==> config.mk <==
export PLATFORM = sky130hd
export DESIGN_NAME = ircs_top
export DESIGN_NICKNAME = d
export VERILOG_FILES = /design/src/rtl/ircs_pkg.sv /design/src/rtl/ircs_timer.sv /design/src/rtl/ircs_top.sv
export SDC_FILE = /design/constraint.sdc
export NUM_CORES = 1
export LEC_CHECK = 0
export ABC_AREA = 1
export BUFFER_PORTS_ARGS = -buffer_cell sky130_fd_sc_hd__clkbuf_2
export CORE_ASPECT_RATIO = 1.1
export CORE_MARGIN = 4
export CORE_UTILIZATION = 54
export CTS_BUF_LIST = sky130_fd_sc_hd__clkbuf_4 sky130_fd_sc_hd__clkbuf_8
export DETAILED_ROUTE_END_ITERATION = 7
export PLACE_DENSITY_LB_ADDON = 0.08
export SLEW_MARGIN = 20
export SYNTH_ARGS = -nofsm -noshare
export SYNTH_HDL_FRONTEND = slang
export SYNTH_SLANG_ARGS = --single-unit
==> constraint.sdc <==
create_clock -name clk_sys_in -period 3.4 [get_ports clk_sys_in]
set_input_delay 0.17 -clock clk_sys_in [delete_from_list [all_inputs] [get_ports clk_sys_in]]
set_output_delay 0.17 -clock clk_sys_in [all_outputs]
set_load 0.01 [all_outputs]
==> src/rtl/ircs_pkg.sv <==
// constants, types and state records for the idle/run clock switcher
package ircs_pkg;

  ////////////////////////////////////////////////////////////////////////////
  // register map (8-bit registers, 4-bit address)
  localparam logic [3:0] ADDR_OSC_CTRL = 4'h0;
  localparam logic [3:0] ADDR_SEC_CTRL = 4'h1;

  // oscillator control register fields
  localparam int CTRL_IDLE_BIT = 7;
  localparam int CTRL_IFS_LSB = 4;
  localparam int CTRL_PRI_RDY_BIT = 3;
  localparam int CTRL_INT_STB_BIT = 2;
  localparam int CTRL_SCS_HI_BIT = 1;
  localparam int CTRL_SCS_LO_BIT = 0;

  // secondary oscillator control register fields
  localparam int SECONDARY_RUN_MODE_FLAG_BIT = 6;
  localparam int SEC_OSC_EN_BIT = 3;

  localparam logic [7:0] RESET_OSC_CTRL = 8'h00;
  localparam logic [7:0] RESET_SEC_CTRL = 8'h00;

  ////////////////////////////////////////////////////////////////////////////
  // clock source encodings
  localparam logic [1:0] SEL_PRIMARY = 2'h0;
  localparam logic [1:0] SEL_SECONDARY = 2'h1;
  localparam logic [1:0] SEL_INT_FAST = 2'h2;
  localparam logic [1:0] SEL_INT_SLOW = 2'h3;
  localparam logic [1:0] SCS_SECONDARY = 2'h1;

  ////////////////////////////////////////////////////////////////////////////
  // timing
  localparam int CLK_PERIOD_NS = 50;
  localparam int WAKE_DELAY_NS = 10000;
  localparam int STAB_TIME_NS = 1000000;
  localparam int WAKE_CYCLES_I = (WAKE_DELAY_NS + CLK_PERIOD_NS - 1) / CLK_PERIOD_NS;
  localparam int STAB_CYCLES_I = STAB_TIME_NS / CLK_PERIOD_NS;
  localparam logic [15:0] WAKE_CYCLES = WAKE_CYCLES_I[15:0];
  localparam logic [15:0] STAB_CYCLES = STAB_CYCLES_I[15:0];

  ////////////////////////////////////////////////////////////////////////////
  // types
  typedef enum logic [2:0] {
    ST_PRIMARY_RUN = 3'h0,
    ST_IDLE = 3'h1,
    ST_WAKE_DELAY = 3'h3,
    ST_ALT_RUN = 3'h2,
    ST_SWITCH_BACK = 3'h6
  } ircs_state_e;

  typedef struct packed {
    logic wr;
    logic rd;
    logic [3:0] addr;
    logic [7:0] wdata;
  } ircs_reg_req_s;

  typedef struct packed {
    logic busy;
    logic done;
    logic [15:0] cnt;
  } ircs_tmr_s;

  typedef struct packed {
    ircs_state_e st;
    logic idle_on_sleep_bit;
    logic [1:0] clock_select_field;
    logic [2:0] internal_freq_select;
    logic secondary_osc_enable;
    logic primary_ready_flag;
    logic secondary_running_flag;
    logic internal_stable_flag;
    logic waking;
    logic src_sec;
    logic [1:0] sync_pri;
    logic [1:0] sync_sec;
    logic cpu_clk_en;
    logic periph_clk_en;
    logic [1:0] sys_clk_sel;
    logic primary_osc_en;
    logic fast_en;
    logic slow_rc_en;
    logic [7:0] rdata;
  } ircs_state_s;

endpackage

==> src/rtl/ircs_timer.sv <==
// one-shot delay counter with a one-cycle done pulse
`timescale 1ns/1ps
`default_nettype none

module ircs_timer #(
  parameter logic [15:0] COUNT = 16'h00c8
) (
  input wire logic clk_sys_in,
  input wire logic rst_n_in,
  input wire logic start_in,
  input wire logic clear_in,
  output logic done_out
);

  ircs_pkg::ircs_tmr_s q_r;
  ircs_pkg::ircs_tmr_s q_nxt;

  always_comb begin
    q_nxt = q_r;
    q_nxt.done = 1'b0;
    if (clear_in) begin
      q_nxt.busy = 1'b0;
    end else if (start_in) begin
      q_nxt.busy = 1'b1;
      q_nxt.cnt = COUNT - 16'h0001;
    end else if (q_r.busy) begin
      if (q_r.cnt == 16'h0000) begin
        q_nxt.busy = 1'b0;
        q_nxt.done = 1'b1;
      end else begin
        q_nxt.cnt = q_r.cnt - 16'h0001;
      end
    end
  end

  always_ff @(posedge clk_sys_in or negedge rst_n_in) begin
    if (!rst_n_in) begin
      q_r <= '0;
    end else begin
      q_r <= q_nxt;
    end
  end

  assign done_out = q_r.done;

endmodule

`default_nettype wire

==> src/rtl/ircs_top.sv <==
// clock mode controller: primary, secondary and internal sources with idle/run modes
//
// Our own choices: the register offsets and the strobed register port.
`timescale 1ns/1ps
`default_nettype none

// How it works
// - idle bit set, select field 01 and a sleep stop the cpu while peripherals run on the secondary oscillator.
// - switching to the secondary oscillator stops the primary, clears primary-ready and sets secondary-running.
// - a write setting the low select bit while the secondary oscillator is disabled leaves that bit unchanged.
// - peripheral clocks wait while the secondary oscillator is the system clock source but not yet oscillating.
// - after a secondary-idle wake the cpu restarts on the secondary clock 10 us later and runs there until primary is ready.
// - once primary is ready the clock switches back, clearing secondary-running and setting primary-ready.
// - a wake-up changes neither the idle bit nor the select bits, and the secondary oscillator keeps running.
// - idle bit and high select bit with a sleep halt the cpu, clock peripherals internally and stop the primary.
// - a non-zero internal frequency select enables the fast internal output and sets internal-stable about 1 ms later.
// - internal-stable stays set through every mode change except the switch back to primary from an internal source.
// - an all-zero internal frequency select disables the fast output, clears internal-stable and runs from the slow rc.
// - after an internal-idle wake the cpu restarts internally 10 us later, then switches to primary when ready.
// - idle bit clear and high select bit with a sleep run cpu and peripherals internally and stop the primary.
// - in internal run mode a new internal frequency select changes the system clock at once.
// - a wake in internal run mode starts the primary and switches to it when ready, clearing internal-stable.
module ircs_top #(
  parameter logic [15:0] STAB_CYCLES = ircs_pkg::STAB_CYCLES
) (
  input wire logic clk_sys_in,
  input wire logic rst_n_in,
  input wire ircs_pkg::ircs_reg_req_s reg_req_in,
  output logic [7:0] reg_rdata_out,
  input wire logic sleep_exec_in,
  input wire logic wake_event_in,
  input wire logic primary_osc_ready_in,
  input wire logic secondary_osc_running_in,
  input wire logic watchdog_unit_en_in,
  input wire logic fail_safe_en_in,
  output logic cpu_clk_en_out,
  output logic periph_clk_en_out,
  output logic [1:0] sys_clk_sel_out,
  output logic primary_osc_en_out,
  output logic internal_fast_osc_en_out,
  output logic internal_slow_rc_en_out,
  output logic secondary_osc_enable_out,
  output logic [2:0] internal_freq_select_out
);

  ////////////////////////////////////////////////////////////////////////////
  // state

  ircs_pkg::ircs_state_s q_r;
  ircs_pkg::ircs_state_s q_nxt;
  logic wake_go;
  logic wake_done;
  logic stab_go;
  logic stab_kill;
  logic stab_done;
  logic pri_rdy;
  logic sec_osc_up;
  logic wr_ctrl;
  logic wr_sec;

  assign pri_rdy = q_r.sync_pri[1];
  assign sec_osc_up = q_r.sync_sec[1];
  assign wr_ctrl = reg_req_in.wr && (reg_req_in.addr == ircs_pkg::ADDR_OSC_CTRL);
  assign wr_sec = reg_req_in.wr && (reg_req_in.addr == ircs_pkg::ADDR_SEC_CTRL);

  ////////////////////////////////////////////////////////////////////////////
  // delay timers

  // restart delay counts from the wake event itself
  assign wake_go = (q_r.st == ircs_pkg::ST_IDLE) && wake_event_in;
  // stabilisation starts when the select leaves zero, dies when it returns
  // the start is taken from the write itself: fast_en moves on the same edge as the select
  assign stab_go = wr_ctrl && (reg_req_in.wdata[ircs_pkg::CTRL_IFS_LSB +: 3] != 3'h0) &&
                   (q_r.internal_freq_select == 3'h0);
  assign stab_kill = (q_r.internal_freq_select == 3'h0) && !stab_go;

  ircs_timer #(
    .COUNT(ircs_pkg::WAKE_CYCLES)
  ) u_wake_timer (
    .clk_sys_in(clk_sys_in),
    .rst_n_in(rst_n_in),
    .start_in(wake_go),
    .clear_in(1'b0),
    .done_out(wake_done)
  );

  ircs_timer #(
    .COUNT(STAB_CYCLES)
  ) u_stab_timer (
    .clk_sys_in(clk_sys_in),
    .rst_n_in(rst_n_in),
    .start_in(stab_go),
    .clear_in(stab_kill),
    .done_out(stab_done)
  );

  ////////////////////////////////////////////////////////////////////////////
  // next state

  always_comb begin
    q_nxt = q_r;
    q_nxt.sync_pri = {q_r.sync_pri[0], primary_osc_ready_in};
    q_nxt.sync_sec = {q_r.sync_sec[0], secondary_osc_running_in};
    q_nxt.rdata = 8'h00;

    // software writes; wake-ups never touch these fields
    if (wr_ctrl) begin
      q_nxt.idle_on_sleep_bit = reg_req_in.wdata[ircs_pkg::CTRL_IDLE_BIT];
      q_nxt.internal_freq_select = reg_req_in.wdata[ircs_pkg::CTRL_IFS_LSB +: 3];
      q_nxt.clock_select_field[1] = reg_req_in.wdata[ircs_pkg::CTRL_SCS_HI_BIT];
      if (!(reg_req_in.wdata[ircs_pkg::CTRL_SCS_LO_BIT] && !q_r.secondary_osc_enable)) begin
        q_nxt.clock_select_field[0] = reg_req_in.wdata[ircs_pkg::CTRL_SCS_LO_BIT];
      end
    end
    if (wr_sec) begin
      q_nxt.secondary_osc_enable = reg_req_in.wdata[ircs_pkg::SEC_OSC_EN_BIT];
    end

    if (reg_req_in.rd) begin
      if (reg_req_in.addr == ircs_pkg::ADDR_OSC_CTRL) begin
        q_nxt.rdata = {q_r.idle_on_sleep_bit, q_r.internal_freq_select, q_r.primary_ready_flag,
                       q_r.internal_stable_flag, q_r.clock_select_field};
      end else if (reg_req_in.addr == ircs_pkg::ADDR_SEC_CTRL) begin
        q_nxt.rdata = {1'b0, q_r.secondary_running_flag, 2'h0, q_r.secondary_osc_enable, 3'h0};
      end
    end

    unique case (q_r.st)
      ircs_pkg::ST_PRIMARY_RUN: begin
        q_nxt.primary_osc_en = 1'b1;
        q_nxt.primary_ready_flag = pri_rdy;
        // sleep with select 00 is plain primary sleep, handled elsewhere
        if (sleep_exec_in && (q_r.clock_select_field != 2'h0)) begin
          q_nxt.src_sec = (q_r.clock_select_field == ircs_pkg::SCS_SECONDARY);
          q_nxt.primary_osc_en = 1'b0;
          q_nxt.primary_ready_flag = 1'b0;
          q_nxt.waking = 1'b0;
          if (q_nxt.src_sec) begin
            q_nxt.secondary_running_flag = 1'b1;
          end
          // idle bit picks cpu halt or cpu run on the alternate source
          q_nxt.st = q_r.idle_on_sleep_bit ? ircs_pkg::ST_IDLE : ircs_pkg::ST_ALT_RUN;
        end
      end
      ircs_pkg::ST_IDLE: begin
        if (wake_event_in) begin
          q_nxt.primary_osc_en = 1'b1;
          q_nxt.waking = 1'b1;
          q_nxt.st = ircs_pkg::ST_WAKE_DELAY;
        end
      end
      ircs_pkg::ST_WAKE_DELAY: begin
        if (wake_done) begin
          q_nxt.st = ircs_pkg::ST_ALT_RUN;
        end
      end
      ircs_pkg::ST_ALT_RUN: begin
        if (q_r.waking && pri_rdy) begin
          q_nxt.st = ircs_pkg::ST_SWITCH_BACK;
        end else if (!q_r.waking && wake_event_in) begin
          q_nxt.waking = 1'b1;
          q_nxt.primary_osc_en = 1'b1;
        end else if (!q_r.waking && sleep_exec_in && q_r.idle_on_sleep_bit) begin
          q_nxt.st = ircs_pkg::ST_IDLE;
        end
      end
      ircs_pkg::ST_SWITCH_BACK: begin
        q_nxt.secondary_running_flag = 1'b0;
        q_nxt.primary_ready_flag = 1'b1;
        if (!q_r.src_sec) begin
          q_nxt.internal_stable_flag = 1'b0;
        end
        q_nxt.waking = 1'b0;
        q_nxt.st = ircs_pkg::ST_PRIMARY_RUN;
      end
      default: begin
        q_nxt.st = ircs_pkg::ST_PRIMARY_RUN;
      end
    endcase

    // internal-stable follows the select; of the modes only the switch back from an internal source clears it
    if (q_r.internal_freq_select == 3'h0) begin
      q_nxt.internal_stable_flag = 1'b0;
    end
    if (stab_done && (q_r.internal_freq_select != 3'h0)) begin
      q_nxt.internal_stable_flag = 1'b1;
    end
    q_nxt.fast_en = (q_nxt.internal_freq_select != 3'h0);

    // source follows the select as soon as it is written
    if (q_nxt.st == ircs_pkg::ST_PRIMARY_RUN) begin
      q_nxt.sys_clk_sel = ircs_pkg::SEL_PRIMARY;
    end else if (q_nxt.src_sec) begin
      q_nxt.sys_clk_sel = ircs_pkg::SEL_SECONDARY;
    end else if (q_nxt.internal_freq_select != 3'h0) begin
      q_nxt.sys_clk_sel = ircs_pkg::SEL_INT_FAST;
    end else begin
      q_nxt.sys_clk_sel = ircs_pkg::SEL_INT_SLOW;
    end

    // an unstarted secondary crystal would feed runt clocks downstream
    q_nxt.periph_clk_en = !((q_nxt.st != ircs_pkg::ST_PRIMARY_RUN) && q_nxt.src_sec && !sec_osc_up);
    q_nxt.cpu_clk_en = q_nxt.periph_clk_en && (q_nxt.st != ircs_pkg::ST_IDLE) &&
                       (q_nxt.st != ircs_pkg::ST_WAKE_DELAY);
    q_nxt.slow_rc_en = (q_nxt.sys_clk_sel == ircs_pkg::SEL_INT_SLOW) || watchdog_unit_en_in ||
                       fail_safe_en_in;
  end

  always_ff @(posedge clk_sys_in or negedge rst_n_in) begin
    if (!rst_n_in) begin
      q_r <= '0;
      q_r.st <= ircs_pkg::ST_PRIMARY_RUN;
      q_r.cpu_clk_en <= 1'b1;
      q_r.periph_clk_en <= 1'b1;
      q_r.primary_osc_en <= 1'b1;
      q_r.slow_rc_en <= 1'b1;
      q_r.sys_clk_sel <= ircs_pkg::SEL_PRIMARY;
    end else begin
      q_r <= q_nxt;
    end
  end

  ////////////////////////////////////////////////////////////////////////////
  // outputs

  assign reg_rdata_out = q_r.rdata;
  assign cpu_clk_en_out = q_r.cpu_clk_en;
  assign periph_clk_en_out = q_r.periph_clk_en;
  assign sys_clk_sel_out = q_r.sys_clk_sel;
  assign primary_osc_en_out = q_r.primary_osc_en;
  assign internal_fast_osc_en_out = q_r.fast_en;
  assign internal_slow_rc_en_out = q_r.slow_rc_en;
  assign secondary_osc_enable_out = q_r.secondary_osc_enable;
  assign internal_freq_select_out = q_r.internal_freq_select;

  ////////////////////////////////////////////////////////////////////////////
  // checks

  localparam int A_WAKE_LO = 200;
  localparam int A_WAKE_HI = 204;
endmodule

`default_nettype wire

==> out/results.ini <==
[timing]
final.min_clock_period_ns=2.101
max_freq_ghz=0.4759
final_max_slew_viol_count=0
rsz0062_at_grt=no
fin_skew_ns=0.01131
fin_hold_ws_ns=0.03007
finalSetupViolCount=0
tightestPinTransition_ns=0.5847
period_share_pct=61.80
hold_viol=0
max_slew_margin_pct=61.02
tns_ns=0

[hold_path]
hp-class=primary input to flip-flop

[cells_and_area]
final_util_pct=61.12
fin_area_sq_um=4283
syn_to_final_growth_pct=10.63
layout_commonest_cell=nand2_1
n_antenna_cell=0
fin_nets=571
final_cell_mix=120 x nand2_1, 82 x nor2_1, 71 x inv_1
drive_gt1_share_pct=15.76

[floorplanning]
die_x_microns=88.73
start_util_pct=55.25
die_h_microns=96.80
io_pins=41
dieArea_sq_um=8589
core_sq_um=7007
fp-row-count=32

[global_route]
antenna_found_initial=0
grt_start_max_net_pins=27
grt_pass1_wl_microns=13790
grt_pass1_vias=3093
grt-ovfl-total=0
grt_usage_pct=19.93

[worst_setup_path]
startpoint_type=flip-flop
slowest_stage=dfrtp_1
critPathMostFrequentCell=nand2_1
end_kind=flip-flop
critPathMaxStageDelay_ns=0.41
path_cells=inv_1 -> ha_1 -> nand2_1 -> nor2_1 -> nand2_1 -> nand3_2 -> nand2_1 -> nand2_1 -> o21ai_0
criticalPathCategory=flip-flop to flip-flop
worst-endpoint-arrival_ns=2.30
cp_top_family=simple AND/OR/NAND/NOR gates
worstPathRequired_ns=3.60
crit_fanout=20
path_buf_inv=1

[place]
place_congestion=0.8838
place_area_sq_um=4020
port_buffers=39
hpwl_microns=6001

[yosys]
syn_inst=513
synth_top_area_share_pct=42.66
synth_cell_types=36
synthTopCellsByArea=dfrtp_1 43%, nand2_1 12%, nor2_1 8.0%
netlist_area_sq_um=3871
syn_nets=537
yosys_warnings=0
yosysSeqAreaShare_pct=45.38
syn_avg_cell_area_sq_um=7.546
synth_seq_cells=70
yosysTopAreaCell=dfrtp_1

[power_and_ir_drop]
totalPowerFinal_uw=3357
vdd_drop_max_v=0.0004692
power.leakage_uw=0.002283
power.density_nw_per_um2=783.7

[clock_network]
root_buffer=clkbuf_8
ctsResizeCount=0
clockBufferDepth=2
cts_made_buffers=9
clock_sinks=70
cts.htree.levels=3
clk_latency_ns=0.34
cts.clk_slew.worst_paths_ns=0.07
ctsHoldBuffers=3
tritoncts=yes
post_cts_buffers=0

[route]
drt_first_pass_iters=4
vias=3249
detail-route-antenna-nets=0
drc=0
drtIter0Drc=135
wirelength_microns=8089
wl_per_cell_microns=12.70
via_per_inst=5.100

[job]
max_cap_viol_count=0

[status]
status=complete, no violations

logic make-up after synthesis:
| family | Yosys count | synth area share [%] |
|---|---|---|
| DFF | 70 | 45.38 |
| xor gates and xnor gates | 11 | 2.489 |
| AOI/OAI and AO/OA | 55 | 8.048 |
| buffers and inverters | 95 | 11.51 |
| muxes | 1 | 0.2909 |
| adders and majority gates | 2 | 0.6463 |
| and+or+nand+nor | 279 | 31.64 |
power breakdown:
group	internal (uW)	switching, uW	total, uW
Sequential	1060	236	1300
Clock	453	313	766
Combinational	478	813	1290
Total	1990	1360	3360
worst reg2reg max path, stage by stage, from the launching register on:
cell	delay, ns
dfrtp_1	0.41
inv_1	0.08
ha_1	0.19
nand2_1	0.12
nor2_1	0.22
nand2_1	0.09
nand3_2	0.28
nand2_1	0.34
nand2_1	0.15
o21ai_0	0.09
final timing paths:
check                                         start                       to  slack, ns  cells after the start
worst max-delay path            u_stab_timer.q_r[0]      u_stab_timer.q_r[1]       1.30                      9
worst min-delay path                fail_safe_en_in  internal_slow_rc_en_out       0.03                      3
worst max register to register  u_stab_timer.q_r[0]      u_stab_timer.q_r[1]       1.30                      9
worst min register to register            q_nxt[18]                  pri_rdy       0.36                      0
max in group asynchronous                  rst_n_in        periph_clk_en_out       2.23                      3
min in group asynchronous                  rst_n_in                  q_r[21]       0.37                      2
flip-flops by register name, summed over array words and instances (netlist names), 2 cells and up:
name / count
q_nxt: 2
u_stab_timer.q_r: 17
reg_rdata_out: 8
sys_clk_sel_out: 2
u_wake_timer.q_r: 17
internal_freq_select_out: 3
q_r: 12
stage by stage:
stage / cells / setup slack [ns]
4_1_cts: 637 / 1.308
6_report: 637 / 1.299
3_3_place_gp: 618 / 1.391
3_5_place_dp: 618 / 1.316
2_1_floorplan: 513 / 1.947
5_1_grt: 637 / 1.093
routing by layer:
metal	vias up	GRT usage, %	routed length, microns
met3	8	3.152	299
met5	-	0	0
met2	59	31.09	3867
met4	0	7.791	74
met1	1512	27.50	3848
li1	1670	-	-
area by class of cell:
type,count,area (sq um)
Fill cell,647,2724
Clock buffer,11,151.4
Sequential cell,70,1757
Timing Repair Buffer,44,240.2
Inverter,74,277.8
Clock inverter,5,81.33
Tap cell,85,106.4
Multi-Input combinational cell,348,1669
cell usage after synthesis, drive strengths merged:
library cell,count
xnor2,2
nand2,127
or2,1
a31oi,1
inv,74
nor3,7
o22ai,1
and2,1
o211ai,1
nor2,89
o21ai,32
clkbuf,1
nand4,12
mux2,1
xor2,9
o21bai,3
o21a,2
nor4,1
dfrtp,66
nand3,41
a21oi,14
a221oi,1
ha,2
dfstp,4
buf,20
No activity file was read; power rests on OpenSTA's default activity.
